File: src/verilog/aer_pkg.sv
// Purpose: Constants for the link-side error reporting register bank.
// Assumes: AHB-Lite register access, 32-bit words, byte addresses as printed.
// Notes: Shared by the register bank and its bench; the sticky storage does not import it.
package aer_pkg;
  localparam logic [11:0] AER_OFS_HEADER = 12'h100;
  localparam logic [11:0] AER_OFS_UNC_FLAGS = 12'h104;
  localparam logic [11:0] AER_OFS_UNC_MASK = 12'h108;
  localparam logic [11:0] AER_OFS_UNC_SEV = 12'h10c;
  localparam logic [11:0] AER_OFS_COR_FLAGS = 12'h110;
  localparam logic [11:0] AER_OFS_COR_MASK = 12'h114;
  localparam logic [11:0] AER_OFS_CAP_CTRL = 12'h118;
  localparam logic [11:0] AER_OFS_HDR0 = 12'h11c;
  localparam logic [11:0] AER_OFS_HDR1 = 12'h120;
  localparam logic [11:0] AER_OFS_HDR2 = 12'h124;
  localparam logic [11:0] AER_OFS_HDR3 = 12'h128;
  localparam logic [3:0] AER_VERSION = 4'h1;
  localparam logic [11:0] AER_NEXT_CAP = 12'h150;
  localparam int AER_VERSION_LSB = 16;
  localparam int AER_NEXT_LSB = 20;
  localparam logic [31:0] AER_UNC_VALID = 32'h001f_f011;
  localparam logic [31:0] AER_UNC_MASK_RST = 32'h0000_0000;
  localparam logic [31:0] AER_UNC_SEV_RST = 32'h0006_2011;
  localparam logic [31:0] AER_COR_VALID = 32'h0000_31c1;
  localparam logic [31:0] AER_COR_MASK_RST = 32'h0000_2000;
  localparam int AER_ADV_NF_BIT = 13;
  localparam logic [31:0] AER_CTRL_RW = 32'h0000_0140;
  localparam int AER_FEP_LSB = 0;
  localparam int AER_FEP_W = 5;
  localparam int AER_GEN_CAP_BIT = 5;
  localparam int AER_GEN_EN_BIT = 6;
  localparam int AER_CHK_CAP_BIT = 7;
  localparam int AER_CHK_EN_BIT = 8;
  localparam int AER_HDR_WORDS = 4;
endpackage

File: src/verilog/aer_sticky_reg.sv
// Purpose: One sticky register word cleared only by power-on reset.
// Assumes: Hardware set and software write arrive on the same clock.
// Notes: Set wins over a write-one clear in the same cycle.
`timescale 1ns/1ps
module aer_sticky_reg #(
  parameter int WIDTH = 32,
  parameter logic [31:0] RESET_VALUE = 32'h0000_0000,
  parameter logic [31:0] VALID = 32'hffff_ffff,
  parameter bit W1C = 1'b0
) (
  input wire logic hclk,
  input wire logic porn,
  input wire logic wr_en,
  input wire logic [WIDTH-1:0] wr_data,
  input wire logic [WIDTH-1:0] hw_set,
  output logic [WIDTH-1:0] q
);
  if (WIDTH < 1 || WIDTH > 32) begin : g_width_check
    $error("aer_sticky_reg width out of range");
  end

  logic [WIDTH-1:0] q_nxt;

  always_comb begin
    q_nxt = q;
    if (wr_en) begin
      q_nxt = W1C ? (q & ~wr_data) : wr_data;
    end
    q_nxt = (q_nxt | hw_set) & VALID[WIDTH-1:0];
  end

  always_ff @(posedge hclk or negedge porn) begin
    if (!porn) begin
      q <= RESET_VALUE[WIDTH-1:0];
    end else begin
      q <= q_nxt;
    end
  end
endmodule // aer_sticky_reg

File: src/verilog/aer_regs.sv
// Purpose: Link-side advanced error reporting register bank on AHB-Lite.
// Assumes: Single clock hclk at 10 MHz; porn is power-on reset, hresetn ordinary reset.
// Notes: Error events arrive as one-cycle pulses from link logic on hclk.
// Function
// - Header word gives fixed next pointer 150h.
// - Uncorrectable flags sticky, write one clears.
// - Uncorrectable mask sticky read-write, reserved zero.
// - Severity sticky; bits 0,4,13,17,18 reset one.
// - Correctable flags sticky, write one clears.
// - Correctable mask sticky, resets zero except advisory.
// - Advisory non-fatal mask resets to one.
// - First error pointer sticky, read-only, resets zero.
// - CRC capable bits read one; enables sticky.
// - Four header words, byte zero in top.
//
// Register access over AHB-Lite was left to the implementer.
`timescale 1ns/1ps
module aer_regs (
  input wire logic hclk,
  input wire logic hresetn,
  input wire logic porn,
  input wire logic hsel,
  input wire logic [31:0] haddr,
  input wire logic [1:0] htrans,
  input wire logic hwrite,
  input wire logic [2:0] hsize,
  input wire logic [31:0] hwdata,
  input wire logic hready,
  output logic [31:0] hrdata,
  output logic hreadyout,
  output logic hresp,
  input wire logic [31:0] unc_event,
  input wire logic [31:0] cor_event,
  input wire logic [127:0] event_header,
  output logic report_fatal,
  output logic report_nonfatal,
  output logic report_correctable,
  output logic crc_gen_enable,
  output logic crc_check_enable
);
  import aer_pkg::*;

  logic wr_pend_r;
  logic [11:0] wr_addr_r;
  logic [31:0] unc_flags;
  logic [31:0] unc_mask;
  logic [31:0] unc_sev;
  logic [31:0] cor_flags;
  logic [31:0] cor_mask;
  logic [31:0] ctrl_q;
  logic [127:0] hdr_q;
  logic [4:0] fep_r;
  logic [4:0] fep_nxt;
  logic [31:0] unc_new;
  logic [31:0] unc_rep;
  logic [31:0] cor_rep;
  logic hdr_cap;
  logic [31:0] rd_nxt;
  logic addr_ok;

  // Address phase capture; the bank never inserts wait states.
  assign addr_ok = hsel && hready && htrans[1];
  assign hreadyout = 1'b1;
  assign hresp = 1'b0;

  always_ff @(posedge hclk or negedge hresetn) begin
    if (!hresetn) begin
      wr_pend_r <= 1'b0;
      wr_addr_r <= 12'h000;
    end else begin
      wr_pend_r <= addr_ok && hwrite;
      wr_addr_r <= haddr[11:0];
    end
  end

  function automatic logic wr_hit(input logic [11:0] ofs);
    wr_hit = wr_pend_r && (wr_addr_r == ofs);
  endfunction

  aer_sticky_reg #(.RESET_VALUE(32'h0000_0000), .VALID(AER_UNC_VALID), .W1C(1'b1)) u_unc_flags (
    .hclk(hclk), .porn(porn), .wr_en(wr_hit(AER_OFS_UNC_FLAGS)), .wr_data(hwdata),
    .hw_set(unc_event), .q(unc_flags));
  aer_sticky_reg #(.RESET_VALUE(AER_UNC_MASK_RST), .VALID(AER_UNC_VALID), .W1C(1'b0)) u_unc_mask (
    .hclk(hclk), .porn(porn), .wr_en(wr_hit(AER_OFS_UNC_MASK)), .wr_data(hwdata),
    .hw_set(32'h0000_0000), .q(unc_mask));
  aer_sticky_reg #(.RESET_VALUE(AER_UNC_SEV_RST), .VALID(AER_UNC_VALID), .W1C(1'b0)) u_unc_sev (
    .hclk(hclk), .porn(porn), .wr_en(wr_hit(AER_OFS_UNC_SEV)), .wr_data(hwdata),
    .hw_set(32'h0000_0000), .q(unc_sev));
  aer_sticky_reg #(.RESET_VALUE(32'h0000_0000), .VALID(AER_COR_VALID), .W1C(1'b1)) u_cor_flags (
    .hclk(hclk), .porn(porn), .wr_en(wr_hit(AER_OFS_COR_FLAGS)), .wr_data(hwdata),
    .hw_set(cor_event), .q(cor_flags));
  aer_sticky_reg #(.RESET_VALUE(AER_COR_MASK_RST), .VALID(AER_COR_VALID), .W1C(1'b0)) u_cor_mask (
    .hclk(hclk), .porn(porn), .wr_en(wr_hit(AER_OFS_COR_MASK)), .wr_data(hwdata),
    .hw_set(32'h0000_0000), .q(cor_mask));
  aer_sticky_reg #(.RESET_VALUE(32'h0000_0000), .VALID(AER_CTRL_RW), .W1C(1'b0)) u_ctrl (
    .hclk(hclk), .porn(porn), .wr_en(wr_hit(AER_OFS_CAP_CTRL)), .wr_data(hwdata),
    .hw_set(32'h0000_0000), .q(ctrl_q));

  assign crc_gen_enable = ctrl_q[AER_GEN_EN_BIT];
  assign crc_check_enable = ctrl_q[AER_CHK_EN_BIT];

  // Reporting is gated by the mask; the flags themselves are not.
  assign unc_rep = unc_event & AER_UNC_VALID & ~unc_mask;
  assign cor_rep = cor_event & AER_COR_VALID & ~cor_mask;

  always_ff @(posedge hclk or negedge hresetn) begin
    if (!hresetn) begin
      report_fatal <= 1'b0;
      report_nonfatal <= 1'b0;
      report_correctable <= 1'b0;
    end else begin
      report_fatal <= |(unc_rep & unc_sev);
      report_nonfatal <= |(unc_rep & ~unc_sev);
      report_correctable <= |cor_rep;
    end
  end

  // First error pointer and header capture happen when no unmasked flag is pending.
  assign unc_new = unc_event & AER_UNC_VALID & ~unc_mask;
  assign hdr_cap = (|unc_new) && ((unc_flags & ~unc_mask) == 32'h0000_0000);

  always_comb begin
    fep_nxt = fep_r;
    if (hdr_cap) begin
      for (int i = 31; i >= 0; i--) begin
        if (unc_new[i]) begin
          fep_nxt = 5'(i);
        end
      end
    end
  end

  always_ff @(posedge hclk or negedge porn) begin
    if (!porn) begin
      fep_r <= 5'h00;
    end else begin
      fep_r <= fep_nxt;
    end
  end

  always_ff @(posedge hclk or negedge porn) begin
    if (!porn) begin
      hdr_q <= 128'h0;
    end else if (hdr_cap) begin
      hdr_q <= event_header;
    end
  end

  // Read mux; unmapped addresses read zero.
  always_comb begin
    rd_nxt = 32'h0000_0000;
    unique case (haddr[11:0])
      AER_OFS_HEADER: rd_nxt = {AER_NEXT_CAP, AER_VERSION, 16'h0000};
      AER_OFS_UNC_FLAGS: rd_nxt = unc_flags;
      AER_OFS_UNC_MASK: rd_nxt = unc_mask;
      AER_OFS_UNC_SEV: rd_nxt = unc_sev;
      AER_OFS_COR_FLAGS: rd_nxt = cor_flags;
      AER_OFS_COR_MASK: rd_nxt = cor_mask;
      AER_OFS_CAP_CTRL: begin
        rd_nxt = ctrl_q;
        rd_nxt[AER_FEP_W-1:AER_FEP_LSB] = fep_r;
        rd_nxt[AER_GEN_CAP_BIT] = 1'b1;
        rd_nxt[AER_CHK_CAP_BIT] = 1'b1;
      end
      AER_OFS_HDR0: rd_nxt = hdr_q[127:96];
      AER_OFS_HDR1: rd_nxt = hdr_q[95:64];
      AER_OFS_HDR2: rd_nxt = hdr_q[63:32];
      AER_OFS_HDR3: rd_nxt = hdr_q[31:0];
      default: rd_nxt = 32'h0000_0000;
    endcase
  end

  always_ff @(posedge hclk or negedge hresetn) begin
    if (!hresetn) begin
      hrdata <= 32'h0000_0000;
    end else if (addr_ok && !hwrite) begin
      hrdata <= rd_nxt;
    end
  end

  chk_unc_w1c_clear: assert property (@(posedge hclk) disable iff (!porn || !hresetn)
    (wr_pend_r && wr_addr_r == AER_OFS_UNC_FLAGS && hwdata[0] && !unc_event[0]) |=> !unc_flags[0])
    else $error("uncorrectable flag not cleared");
  chk_unc_set_wins: assert property (@(posedge hclk) disable iff (!porn)
    unc_event[4] |=> unc_flags[4])
    else $error("uncorrectable flag not set");
  chk_unc_reserved_zero: assert property (@(posedge hclk) disable iff (!porn)
    (unc_flags & ~AER_UNC_VALID) == 32'h0 && (unc_mask & ~AER_UNC_VALID) == 32'h0)
    else $error("reserved uncorrectable bit set");
  chk_cor_set_flag: assert property (@(posedge hclk) disable iff (!porn)
    cor_event[13] |=> cor_flags[13])
    else $error("correctable flag not set");
  chk_cor_report_mask: assert property (@(posedge hclk) disable iff (!hresetn || !porn)
    (cor_event[0] && !cor_mask[0]) |=> report_correctable)
    else $error("correctable report missing");
  chk_fatal_sev: assert property (@(posedge hclk) disable iff (!hresetn || !porn)
    (unc_event[0] && !unc_mask[0] && unc_sev[0]) |=> report_fatal)
    else $error("fatal report missing");
  chk_fep_hold: assert property (@(posedge hclk) disable iff (!porn)
    !hdr_cap |=> $stable(fep_r))
    else $error("first error pointer moved");
  chk_crc_enable: assert property (@(posedge hclk) disable iff (!porn || !hresetn)
    (wr_pend_r && wr_addr_r == AER_OFS_CAP_CTRL) |=> crc_gen_enable == $past(hwdata[AER_GEN_EN_BIT]))
    else $error("crc enable not written");
  chk_hdr_hold: assert property (@(posedge hclk) disable iff (!porn)
    !hdr_cap |=> $stable(hdr_q))
    else $error("header log moved");
  chk_header_word: assert property (@(posedge hclk) disable iff (!hresetn)
    (addr_ok && !hwrite && haddr[11:0] == AER_OFS_HEADER) |=> hrdata == 32'h1501_0000)
    else $error("capability header word wrong");
  chk_masked_silent: assert property (@(posedge hclk) disable iff (!hresetn || !porn)
    ((unc_event & AER_UNC_VALID & ~unc_mask) == 32'h0 && (cor_event & AER_COR_VALID & ~cor_mask) == 32'h0)
    |=> !(report_fatal || report_nonfatal || report_correctable))
    else $error("masked error reported");
  chk_sticky_keep: assert property (@(posedge hclk) disable iff (!porn)
    (!hresetn && unc_event == 32'h0 && cor_event == 32'h0) |=> ($stable(unc_flags) && $stable(cor_flags)))
    else $error("sticky flag lost in ordinary reset");
endmodule // aer_regs

File: config.mk
export PLATFORM = sky130hd
export DESIGN_NAME = aer_regs
export DESIGN_NICKNAME = d
export VERILOG_FILES = /design/src/verilog/aer_pkg.sv /design/src/verilog/aer_sticky_reg.sv /design/src/verilog/aer_regs.sv
export SDC_FILE = /design/constraint.sdc
export NUM_CORES = 1
export LEC_CHECK = 0
export BUFFER_PORTS_ARGS = -buffer_cell sky130_fd_sc_hd__buf_4
export CORE_MARGIN = 2
export CORE_UTILIZATION = 52
export CTS_CLUSTER_DIAMETER = 200
export DETAILED_ROUTE_END_ITERATION = 8
export GPL_TIMING_DRIVEN = 1
export PLACE_DENSITY = 0.83
export SYNTH_ARGS = -nofsm -noshare
export SYNTH_HDL_FRONTEND = slang
export SYNTH_SLANG_ARGS = --single-unit
File: constraint.sdc
create_clock -name hclk -period 2.95 [get_ports hclk]
set_clock_uncertainty 0.15 [all_clocks]
set_input_delay 0.59 -clock hclk [delete_from_list [all_inputs] [get_ports hclk]]
set_output_delay 0.59 -clock hclk [all_outputs]
set_load 0.05 [all_outputs]
* After elaboration in Yosys (flattened, before gate mapping)
Cells that the tools add are included.
Word-level totals: register bits after elaboration 228, bits in latches 0, RAM bits 0, ROM bits 0, output and inout port bits 39, memories kept 0
Cells by class: $add $sub $neg 0, multiply operators 0, div/mod/pow operators 0, order comparisons 0, eq/ne operators 17, shifts and indexed selects 0, mux-type cells 35, bitwise operators 13, reductions and logical operators 19
Operators by type and width (number):
- $pmux W32 S11 | 1
- $eq A12 B9 Y1 const B | 17
- $mux W5 | 32
- $reduce_or A32 Y1 | 4
- $and A21 B32 Y32 | 2
- $not A21 Y32 | 2
- $and A14 B32 Y32 | 1
- $and A32 B21 Y32 | 1
- $and A32 B32 Y32 | 1
- $logic_not A32 Y1 | 1
- $not A14 Y32 | 1
- $reduce_bool A32 Y1 | 1
- $and A21 B21 Y21 | 1
- $mux W21 | 1
- $not A21 Y21 | 1
- $or A21 B21 Y21 | 1
- $and A14 B14 Y14 | 1
- $mux W14 | 1
- $or A14 B14 Y14 | 1
- $logic_and A1 B1 Y1 | 11
- $reduce_and A2 Y1 | 1
- $logic_not A1 Y1 | 1

* Longest topological paths before layout
Gate-level depths: netlist of run 1.
depth after elaboration 34, mapped depth 8

* Hierarchy
From an unflattened synthesis of run 1, not the netlist that was laid out.
Unflattened totals: cells, all modules 1220, area, all modules 13528.0 µm²
Modules (own cells, without submodules):
- aer_regs | times used 1, cells each 922, area each 10496.3 µm²
- aer_sticky_reg at u_unc_sev | times used 1, cells each 57, area each 638.1 µm²
- aer_sticky_reg at u_unc_mask | times used 1, cells each 57, area each 631.9 µm²
- aer_sticky_reg at u_unc_flags | times used 1, cells each 56, area each 571.8 µm²
- aer_sticky_reg at u_cor_mask | times used 1, cells each 46, area each 464.2 µm²
- aer_sticky_reg at u_cor_flags | times used 1, cells each 45, area each 416.6 µm²
- aer_sticky_reg at u_ctrl | times used 1, cells each 37, area each 309.0 µm²

* Worst setup path after synthesis of run 1
Ideal clock, no wire load.
path kind input port to flip-flop, start input unc_event[13], end register fep_r[0], setup time 0.127 ns, arrival time 2.059 ns, required time 2.673 ns, setup slack 0.613 ns, stages 7, path buffers 2, path through nor2b_1 > nor4_4 > nor4b_2 > nor3_4 > buf_6 > buf_6 > mux2_1
Between the ends: word-level cells in the longest chain between the ends 15, elaborated cells on any way between the ends 19, those cells by class mux (14); bitwise (1); reduce/logical (4)
Ends and longest elaborated chain:
- from (decl) | line aer_regs.sv:32 | input wire logic [31:0] unc_event,
- $and A21 B32 Y32 (*) | line aer_regs.sv:119 | assign unc_new = unc_event & AER_UNC_VALID & ~unc_mask;
- $mux W5 (14 in a row) | line aer_regs.sv:126 | if (unc_new[i]) begin
- to (signal assigned) | line aer_regs.sv:137 | fep_r <= fep_nxt;
- to (decl) | line aer_regs.sv:52 | logic [4:0] fep_r;
Every way passes the cells marked *; elsewhere a longest branch is shown, timed or not. A chain may end at the register's enable or synchronous reset.

* Final worst setup path of run 1
start register u_unc_flags.q[15], end register hdr_q[28]
Between the ends: word-level cells in the longest chain between the ends 3
Ends and longest elaborated chain:
- from (decl) | line aer_sticky_reg.sv:16 | output logic [WIDTH-1:0] q
- from (signal assigned) | line aer_sticky_reg.sv:34 | q <= RESET_VALUE[WIDTH-1:0];
- from (signal assigned) | line aer_sticky_reg.sv:36 | q <= q_nxt;
- $and A21 B32 Y32 | line aer_regs.sv:120 | assign hdr_cap = (|unc_new) && ((unc_flags & ~unc_mask) == 32'h0000_0000);
- $logic_not A32 Y1 | line aer_regs.sv:120
- $logic_and A1 B1 Y1 | line aer_regs.sv:120
- to (signal assigned) | line aer_regs.sv:145 | hdr_q <= event_header;
- to (decl) | line aer_regs.sv:51 | logic [127:0] hdr_q;
No other way between the ends.

==> reports/metrics.cfg, run 1 <==
[global_routing]
grt_max_degree=62
gr-usage-met1=0.3905
grt_pass1_vias=8303
grt_pass1_wl_mm=46.70
grt_use_total=0.2810
grt_use_met3=0.03868
busiest_layer=met2
grtUsageMet2=0.4609
grt_antenna_before_repair=0
overflow=0

[final_layout]
register_area_um2=5713
area_growth_pct=27.27
final_net_count=1351
drive_gt1_frac=0.3494
multi_input_comb_area_um2=4319
nFillCells=1522
antenna_cells=0
postLayoutCellArea_um2=13200

[yosys]
synth_compound_area_frac=0.1099
yosysMostFrequentCell=dfrtp_1
synth_top_family_by_area=multiplexers
yosysUniqueCellTypes=64
postSynthNetCount=1119
ys_ff_latch=228
synth-simple-area-share=0.09409
synthArstFlopShare=1.000
synth_mux_area_frac=0.2106
synthTopCellsByCount=dfrtp_1 (222), mux2_1 (79), mux2_2 (79)
synthAdderAreaFrac=0
yosys.area_share.xor_xnor=0
yosys_warnings=0
synth_ff_type=dfrtp_1
syn_inst=852
yosys-top-cells-area=dfrtp_1 (54%), mux2_1 (8.6%), mux2_2 (8.6%)
yosysTopAreaCell=dfrtp_1
avgSynthCellArea_um2=12.17
synth_edf_count=0
yosysSeqAreaShare=0.5508
netlist_area_um2=10370
yosysTopAreaCellShare=0.5356

[power_and_ir_drop]
ir_drop_mv=0.4035
leakage_nw=5.883
power.density_nw_per_um2=512.8

[sta]
worst_slew_pin_slew_ps=1206
maxSlewViolCount=0
fin_crit_sh=0.8846
fmax_mhz=383.2
hold_violations=0
period_needed_ps=2610
grt_setup_unrepaired=no
fin_setup_tns_ps=0
max_slew_margin=0.1926
setup_viol=0

[critical_path]
arrival_ps=2840
reg2reg_from=u_unc_flags.q[15]
crit_required_ps=3180
critPathMaxFanout=11
rrSetupSlack_ps=340
worstSetupEndpointType=flop
setup.worst_path.start_class=flop
r2r_cells=7
r2r-end=hdr_q[28]
criticalPathCategory=flop to flop

[floorplan]
io_pins=306
die_y_um=145.2
start_util=0.5312
dieArea_um2=21090
core_um2=19530
die_w_um=145.2
num_rows=51

[min_path]
hp-start=haddr[10]
hold_path_class=input pin to flop
worstHoldPathCells=1
min_to=wr_addr_r[10]

[run_status]
status=completed

[drt]
wirelength_mm=29.67
drtIter0Drc=533
drc=0
first_pass_iters=5
viasPerCell=5.843
vias=7987
ant_nets=0
wl_per_cell_um=21.70

[clocking]
cts_tree=done
clk_latency_ps=520
clock_sinks=228
cts.path.max_buffers=3
clkTransAtPathRegs_ps=60
cts_root_buf=clkbuf_16
cts-buffers-inserted=24
htree_levels=1

[placement]
dp.final_hpwl_mm=21.46
gp_congestion=0.9453
dpl_cell_area_um2=12430
port_buffers=214

[flow_run]
cap_violations=0

timing repair:
action | CTS | global route
buffers inserted | 0 | 0
gates resized for setup | 0 | 0
endpoints found under the hold margin | 77 | 0
hold buffers | 2 | 0
metal layers:
metal,part of all wire,vias to the layer above
met5,0,-
met2,0.48,339
li1,-,3574
met3,0.063,70
met4,0.032,0
met1,0.43,4004
power breakdown:
group | switching (W) | total (W) | internal (W)
Clock | 0.00121 | 0.00289 | 0.00169
Sequential | 0.0000566 | 0.00329 | 0.00323
Combinational | 0.000295 | 0.000589 | 0.000294
Total | 0.00156 | 0.00677 | 0.00521
area by class of cell:
class,instances,area share
flip-flops and latches,228,0.4328
well taps,265,0.02512
repair buffers,254,0.1527
clock inverters,3,0.001137
inverters,19,0.005402
multi-input cells,557,0.3272
clock buffers,41,0.05573
worst max-delay path, cell delays in order, from the launching register on:
cell       delay [ps]
dfrtp_1           400
nor2b_1           170
a2111oi_2         340
o2111ai_1         290
nor3_4            350
buf_12            210
buf_4             210
mux2_2            360
sequential cells by signal, indices dropped and copies added (netlist names):
name                cells
report_fatal            1
report_correctable      1
u_ctrl.q                2
wr_addr_r              12
wr_pend_r               1
u_unc_sev.q            11
u_cor_mask.q            6
hrdata                 32
u_unc_flags.q          11
u_cor_flags.q           6
fep_r                   5
report_nonfatal         1
hdr_q                 128
u_unc_mask.q           11
worst max-delay path by stage:
stage / start / to / slack, ps / cells after the start
CTS: u_unc_flags.q[15] / hdr_q[28] / 340 / 7
detailed placement: haddr[9] / hrdata[26] / 210 / 7
global route: u_unc_flags.q[15] / hdr_q[75] / 230 / 7
floorplan: unc_event[13] / fep_r[0] / 610 / 7
finish: u_unc_flags.q[15] / hdr_q[28] / 340 / 7
global placement: haddr[9] / hrdata[12] / 260 / 6
logic make-up after synthesis:
kind of cell | after synthesis
DFF | 228
AOI/OAI and AO/OA | 170
muxes | 196
and+or+nand+nor | 189
buffers and inverters | 67
other | 2
metrics by stage:
step	worst slack [ps]	hold slack (ps)	util	power, W	std cells
finish	340.4	46.10	0.6761	0.006770	1367
global placement	264.2	311.8	0.6366	0.003911	1321
detailed placement	211.8	317.3	0.6366	0.003928	1321
floorplan	613.4	144.4	-	0.003552	852
CTS	338.3	30.12	0.6761	0.006813	1367
global route	225.8	33.84	0.6761	0.007002	1367
placed cells by master (no fill, tap or decap), drive strengths merged, types with 2 or more instances in the layout:
master,count
a2111oi,3
a211oi,5
a21o,12
a21oi,15
a221o,2
a221oi,11
a22o,6
a22oi,20
a31oi,14
a32oi,3
buf,252
clkbuf,41
clkinv,3
conb,2
dfrtp,222
dfstp,6
dlygate4sd3,2
inv,19
mux2,158
mux2i,36
mux4,2
nand2,70
nand2b,19
nand3,9
nand4,5
nor2,38
nor2b,16
nor3,8
nor4,5
nor4b,9
o21ai,50
o22ai,12
o2bb2ai,2
o31ai,2
o32ai,2
or4b,3
(Power assumes the default switching activity.)
==> inputs of run 2 (changes only) <==
--- a/config.mk
+++ b/config.mk
@@ -5,6 +5,7 @@
 export SDC_FILE = /design/constraint.sdc
 export NUM_CORES = 1
 export LEC_CHECK = 0
+export ABC_AREA = 1
 export BUFFER_PORTS_ARGS = -buffer_cell sky130_fd_sc_hd__buf_4
 export CORE_MARGIN = 2
 export CORE_UTILIZATION = 52
==> run 2 against run 1 <==
Compared with the run above: the run now ends with hold timing left; die area increased by 2.4%; setup slack gained 380 ps; synthesized cell count increased by 64%; via count rose by 26%; global-route usage grew 1.4 points; core utilization is 1.5 points lower; non-clock buffer count fell by 15; routed wire length increased by 6.7%; combinational power is 7.6% lower; flip-flop and latch count unchanged; register-to-register slack better by 380 ps; maximum frequency increased by 17%; critical path type unchanged.
==> reports/metrics.cfg, run 2 <==
[clocking]
clk_latency_ps=520  ; about the same
clock_sinks=228  ; unchanged
post_cts_buffers=0  ; unchanged
htree_levels=1  ; unchanged
cts_tree=done
cts_root_buf=clkbuf_16
cts.path.max_buffers=3  ; unchanged
clkTransAtPathRegs_ps=60  ; about the same
cts-buffers-inserted=25  ; +4.2%

[placement]
dp.final_hpwl_mm=21.41  ; -0.25%
port_buffers=214  ; unchanged
dpl_cell_area_um2=12490  ; +0.45%
dpl_worst_slack_ps=338.1  ; +126.3 ps
gp_congestion=0.9373  ; -0.85%

[yosys]
netlist_area_um2=10630  ; +2.4%
yosysMostFrequentCell=nand2_1
synth_edf_count=0  ; unchanged
yosys-top-cells-area=dfrtp_1 (52%), nand2_1 (23%), nand3_1 (6.0%)
yosysSeqAreaShare=0.5377  ; -0.01310
synth_ff_type=dfrtp_1
yosys_warnings=0  ; unchanged
yosysTopAreaCellShare=0.5228  ; -0.01274
synthArstFlopShare=1.000  ; unchanged
postSynthNetCount=1662  ; +49%
syn_inst=1395  ; +64%
ys_ff_latch=228  ; unchanged
yosysTopAreaCell=dfrtp_1
yosysUniqueCellTypes=32  ; -50%
synthTopCellsByCount=nand2_1 (658), dfrtp_1 (222), nand3_1 (128)
avgSynthCellArea_um2=7.617  ; -37%

[sta]
worst_slew_pin_slew_ps=1075  ; -130.3 ps
fin_setup_tns_ps=0  ; unchanged
fin_crit_sh=0.7556  ; -0.1290
fmax_mhz=448.6  ; +17%
setup_slack_ps=721.1  ; +380.6 ps
period_needed_ps=2229  ; -380.6 ps
hold_violations=10  ; +10
setup_viol=0  ; unchanged
maxSlewViolCount=0  ; unchanged
grt_setup_unrepaired=no
max_slew_margin=0.2823  ; +0.08974
holdWs_ps=-9.734  ; -55.83 ps

[power_and_ir_drop]
leakage_nw=7.566  ; +29%
finalPower_w=0.007127  ; +5.3%
ir_drop_mv=0.3620  ; -10%
power.density_nw_per_um2=534.7  ; +4.3%

[critical_path]
critPathSlowestCell=nand4_1
crit_required_ps=3200  ; +20 ps
arrival_ps=2480  ; -360 ps
worst-path-buf-inv=0  ; -2
criticalPathCategory=flop to flop
slowest_delay_ps=570  ; +170 ps
setup.worst_path.start_class=flop
cp_top_family=simple AND/OR/NAND/NOR gates
crit_chain=or2_2, nor3_1, nand4_1, o21ai_0, nand2_1
worstSetupEndpointType=flop
critPathMaxFanout=11  ; unchanged

[drt]
viasPerCell=5.343  ; -8.6%
first_pass_iters=5  ; unchanged
wirelength_mm=31.64  ; +6.7%
wl_met1_mm=12.79  ; +0.96%
top_layer_used=met4
ant_nets=0  ; unchanged
wl_per_cell_um=16.77  ; -23%
vias=10080  ; +26%
drtIter0Drc=794  ; +49%
wl_met2_mm=14.86  ; +4.9%
drc=0  ; unchanged
wl_met3_mm=2.494  ; +33%

[global_routing]
grt_antenna_before_repair=0  ; unchanged
grt_pass1_wl_mm=50.80  ; +8.8%
grt_use_total=0.2952  ; +0.01423
grt_pass1_vias=10020  ; +21%
overflow=0  ; unchanged
grt_max_degree=103  ; +66%

[floorplan]
io_pins=306  ; unchanged
die_w_um=146.9  ; +1.2%
core_um2=20170  ; +3.3%
num_rows=52  ; +2.0%
die_y_um=146.9  ; +1.2%
start_util=0.5268  ; -0.004407
dieArea_um2=21590  ; +2.4%

[final_layout]
final_cell_mix=nand2_1 (658), buf_4 (234), dfrtp_1 (222)
antenna_cells=0  ; unchanged
largest_reg_flops=128  ; unchanged
drive_gt1_frac=0.1917  ; -0.1577
area_growth_pct=25.46
max_flop_register=hdr_q
postLayoutCellArea_um2=13330  ; +0.98%
final_net_count=1868  ; +38%
layout_commonest_cell=nand2_1
top_regs=hdr_q x128, hrdata x32, wr_addr_r x12

[run_status]
violations=hold timing
status=finished, violations left

[flow_run]
cap_violations=0  ; unchanged

[min_path]
hold_path_class=input pin to async pin

==> run 2: final timing paths <==
path	start	to	slack, ps	cells past startpoint
max	wr_addr_r[1]	u_unc_flags.q[13]	720	5
min	hresetn	hrdata[16]	-10	1
max reg2reg	wr_addr_r[1]	u_unc_flags.q[13]	720	5
min reg2reg	hdr_q[105]	hdr_q[105]	330	2
max in group asynchronous	porn	u_unc_sev.q[17]	1380	3
min in group hclk	haddr[7]	wr_addr_r[7]	40	1
==> run 2: what timing repair did <==
action	CTS	global route
resized for setup	0	0
hold buffers	1	0
endpoints found under the hold margin	56	0
setup endpoints to repair	0	0
==> run 2: routing by layer <==
metal / GRT usage / vias up
li1: - / 4770
met1: 0.4048 / 4699
met2: 0.4723 / 505
met3: 0.03789 / 108
met4: 0.1399 / 0
met5: 0 / -
==> run 2: report_power, final <==
group / switching [W] / leakage, nW / internal (W)
Clock: 0.00126 / 0.412 / 0.00191
Sequential: 0.0000975 / 2.82 / 0.00332
Combinational: 0.000296 / 4.33 / 0.000248
Total: 0.00166 / 7.57 / 0.00547
==> run 2: per-stage QoR <==
step                      instances  hold WS [ps]    util
after global placement         1843         312.2  0.6191
final                          1887        -9.734  0.6609
after detailed placement       1843         315.7  0.6191
after global routing           1887         32.28  0.6609
after CTS                      1887         1.915  0.6609
after floorplan                1395         144.4       -
==> run 2: cell families (layout without fill, tap and decap cells) <==
group                  count (synthesis)  after routing  share of synthesized area
buffers and inverters                163            385                    0.06665
AOI/OAI and AO/OA                    106            106                    0.05205
other                                  2              2                  0.0007068
and+or+nand+nor                      896            896                     0.3429
DFF                                  228            228                     0.5377
==> run 2: layout make-up <==
type / instances / area, um2
Clock inverter: 13 / 148.9
Timing Repair Buffer: 239 / 1838
Tap cell: 270 / 337.8
Inverter: 103 / 389.1
Multi-Input combinational cell: 1004 / 4219
Fill cell: 1676 / 6839
Clock buffer: 30 / 684.4
Sequential cell: 228 / 5713
==> inputs of run 3 (changes only) <==
--- a/config.mk
+++ b/config.mk
@@ -5,7 +5,7 @@
 export SDC_FILE = /design/constraint.sdc
 export NUM_CORES = 1
 export LEC_CHECK = 0
-export ABC_AREA = 1
+export ABC_AREA = 0
 export BUFFER_PORTS_ARGS = -buffer_cell sky130_fd_sc_hd__buf_4
 export CORE_MARGIN = 2
 export CORE_UTILIZATION = 52
==> constraint.sdc (replaced) <==
create_clock -name hclk -period 2.15 [get_ports hclk]
set_clock_uncertainty 0.15 [all_clocks]
set_input_delay 0.43 -clock hclk [delete_from_list [all_inputs] [get_ports hclk]]
set_output_delay 0.43 -clock hclk [all_outputs]
set_load 0.05 [all_outputs]
==> run 3 against run 2 <==
Compared with the run above: the run ends with hold timing, setup timing left; largest cell class unchanged; critical path depth up 3; sequential share of layout area down 7.3 points; global-route usage up 5.7 points; cell count down 16%; die area down 2.3%; critical path type unchanged; final area up 21%.
==> reports/metrics.cfg, run 3 (synthesized netlist as in run 1, its figures left out) <==
[global_routing]
grt_pass1_wl_mm=57.72  ; +14%
grt_pass1_vias=10090  ; +0.72%
grt_use_total=0.3527  ; +0.05745
grt_max_degree=50  ; -51%
overflow=0  ; unchanged
grt_antenna_before_repair=2  ; +2

[floorplan]
die_y_um=145.2  ; -1.2%
start_util=0.5312  ; +0.004407
die_w_um=145.2  ; -1.2%
io_pins=306  ; unchanged
num_rows=51  ; -1.9%
dieArea_um2=21090  ; -2.3%
core_um2=19530  ; -3.2%

[drt]
first_pass_iters=6  ; +1
drtIter0Drc=798  ; +0.50%
viasPerCell=6.071  ; +14%
vias=9640  ; -4.4%
wirelength_mm=41.02  ; +30%
ant_nets=0  ; unchanged
wl_per_cell_um=25.83  ; +54%
drc=0  ; unchanged

[min_path]
hold_path_class=input pin to flop
hp-start=event_header[36]

[final_layout]
drive_gt1_frac=0.4133  ; +0.2216
layout_commonest_cell=buf_4
register_area_um2=5713  ; unchanged
final_cell_mix=buf_4 (301), dfrtp_1 (222), dlygate4sd3_1 (138)
top_regs=hdr_q x128, hrdata x32, wr_addr_r x12
postLayoutCellArea_um2=16080  ; +21%
max_flop_register=hdr_q
final_net_count=1570  ; -16%
nFillCells=1030  ; -39%
area_growth_pct=54.99
largest_reg_flops=128  ; unchanged
multi_input_comb_area_um2=4817  ; +14%
final_cells=1588  ; -16%

[critical_path]
reg2reg_from=u_unc_flags.q[17]
slowest_delay_ps=390  ; -180 ps
crit_required_ps=2420  ; -780 ps
crit_chain=nor2b_1, a2111oi_4, o2111ai_2, nor3_4, buf_6, buf_12, buf_12, mux2_2
crit_path_start=u_unc_flags.q[17]
criticalPathCategory=flop to flop
cp_top_family=compound AO/OA/AOI/OAI gates
critPathSlowestCell=dfrtp_1
setup.worst_path.start_class=flop
worstSetupEndpointType=flop
cpMostUsedCell=buf_12
worst-path-buf-inv=3  ; +3
arrival_ps=2660  ; +180 ps
critPathMaxFanout=17  ; +6

[clocking]
htree_levels=1  ; unchanged
cts.path.max_buffers=3  ; unchanged
cts_tree=done
clock_sinks=228  ; unchanged
clk_latency_ps=540  ; +20 ps
cts-buffers-inserted=24  ; -4.0%
cts_root_buf=clkbuf_16
clkTransAtPathRegs_ps=70  ; about the same

[run_status]
violations=hold timing, setup timing
status=finished, violations left

[sta]
worst_slew_pin_slew_ps=744.7  ; -330.6 ps
fin_setup_tns_ps=-22780  ; -22780 ps
max_slew_margin=0.5035  ; +0.2212
fmax_mhz=418.8  ; -6.7%
setup_viol=133  ; +133
setup_slack_ps=-237.9  ; -959.0 ps
period_needed_ps=2388  ; +159.0 ps
hold_violations=1  ; -9
fin_crit_sh=1.111  ; +0.3551
maxSlewViolCount=0  ; unchanged
grt_setup_unrepaired=yes
holdWs_ps=-0.1864  ; +9.547 ps

[power_and_ir_drop]
power.density_nw_per_um2=630.1  ; +18%
leakage_nw=7.332  ; -3.1%
ir_drop_mv=0.7915  ; +120%

[placement]
dp_cells=1388  ; -25%
dpl_worst_slack_ps=-354.6  ; -692.7 ps
gp_congestion=0.9191  ; -1.9%
dpl_cell_area_um2=13190  ; +5.6%
dp.final_hpwl_mm=22.90  ; +7.0%
port_buffers=214  ; unchanged

[flow_run]
cap_violations=0  ; unchanged

-- run 3: changes by cell type in the layout (fill, tap and decap cells not counted), sizes merged, moves of 16 or more --
cell / delta
mux2i: +36
inv: -84
nand3: -120
nor2: -37
dlygate4sd3: +137
o21ai: -41
nor2b: +16
mux2: +158
nand2b: +19
buf: +88
nand2: -591
a22oi: +20
-- run 3: cell type report --
cell class / instances / area share
Clock inverter: 9 / 0.008405
Tap cell: 265 / 0.02062
Timing Repair Buffer: 473 / 0.2688
Multi-Input combinational cell: 557 / 0.2996
Clock buffer: 35 / 0.04242
Antenna cell: 2 / 0.0003113
Sequential cell: 228 / 0.3554
Inverter: 19 / 0.004436
-- run 3: report_power, final --
group / total, W / internal (W) / switching (W) / leakage [nW]
Clock: 0.00437 / 0.00257 / 0.00180 / 0.402
Combinational: 0.00122 / 0.000685 / 0.000530 / 4.22
Sequential: 0.00455 / 0.00443 / 0.000113 / 2.71
Total: 0.0101 / 0.00769 / 0.00244 / 7.33
-- run 3: per-stage QoR --
stage	utilization	power (W)	hold WS, ps
after detailed placement	0.6756	0.005477	234.3
after global routing	0.8233	0.01038	-0.01271
after floorplan	-	0.004902	-15.59
after global placement	0.6756	0.005449	233.7
final	0.8233	0.01013	-0.1864
after CTS	0.7962	0.009958	0.5790
-- run 3: final timing paths --
path	slack [ps]	end	cells past startpoint
max in group asynchronous	860	u_unc_sev.q[0]	3
worst min-delay path	-0.2	hdr_q[36]	2
worst min register to register	340	hdr_q[79]	1
worst max-delay path	-240	hdr_q[26]	8
min in group asynchronous	260	u_unc_mask.q[17]	2
worst max register to register	-240	hdr_q[26]	8
-- run 3: what timing repair did --
| action | CTS | global route |
|---|---|---|
| hold buffers | 137 | 1 |
| endpoints found under the hold margin | 221 | 1 |
| pin swaps | 0 | 3 |
| setup endpoints to repair | 139 | 153 |
| setup buffers | 1 | 5 |
| resized for setup | 41 | 65 |
| gates cloned | 0 | 10 |
-- run 3: metal layers --
metal | part of all wire | track usage | wire [um] | vias to the layer above
li1 | - | - | - | 4010
met1 | 0.36 | 0.4290 | 14780 | 4799
met2 | 0.50 | 0.6154 | 20620 | 662
met3 | 0.081 | 0.05409 | 3309 | 169
met4 | 0.056 | 0.1691 | 2312 | 0
met5 | 0 | 0 | 0 | -
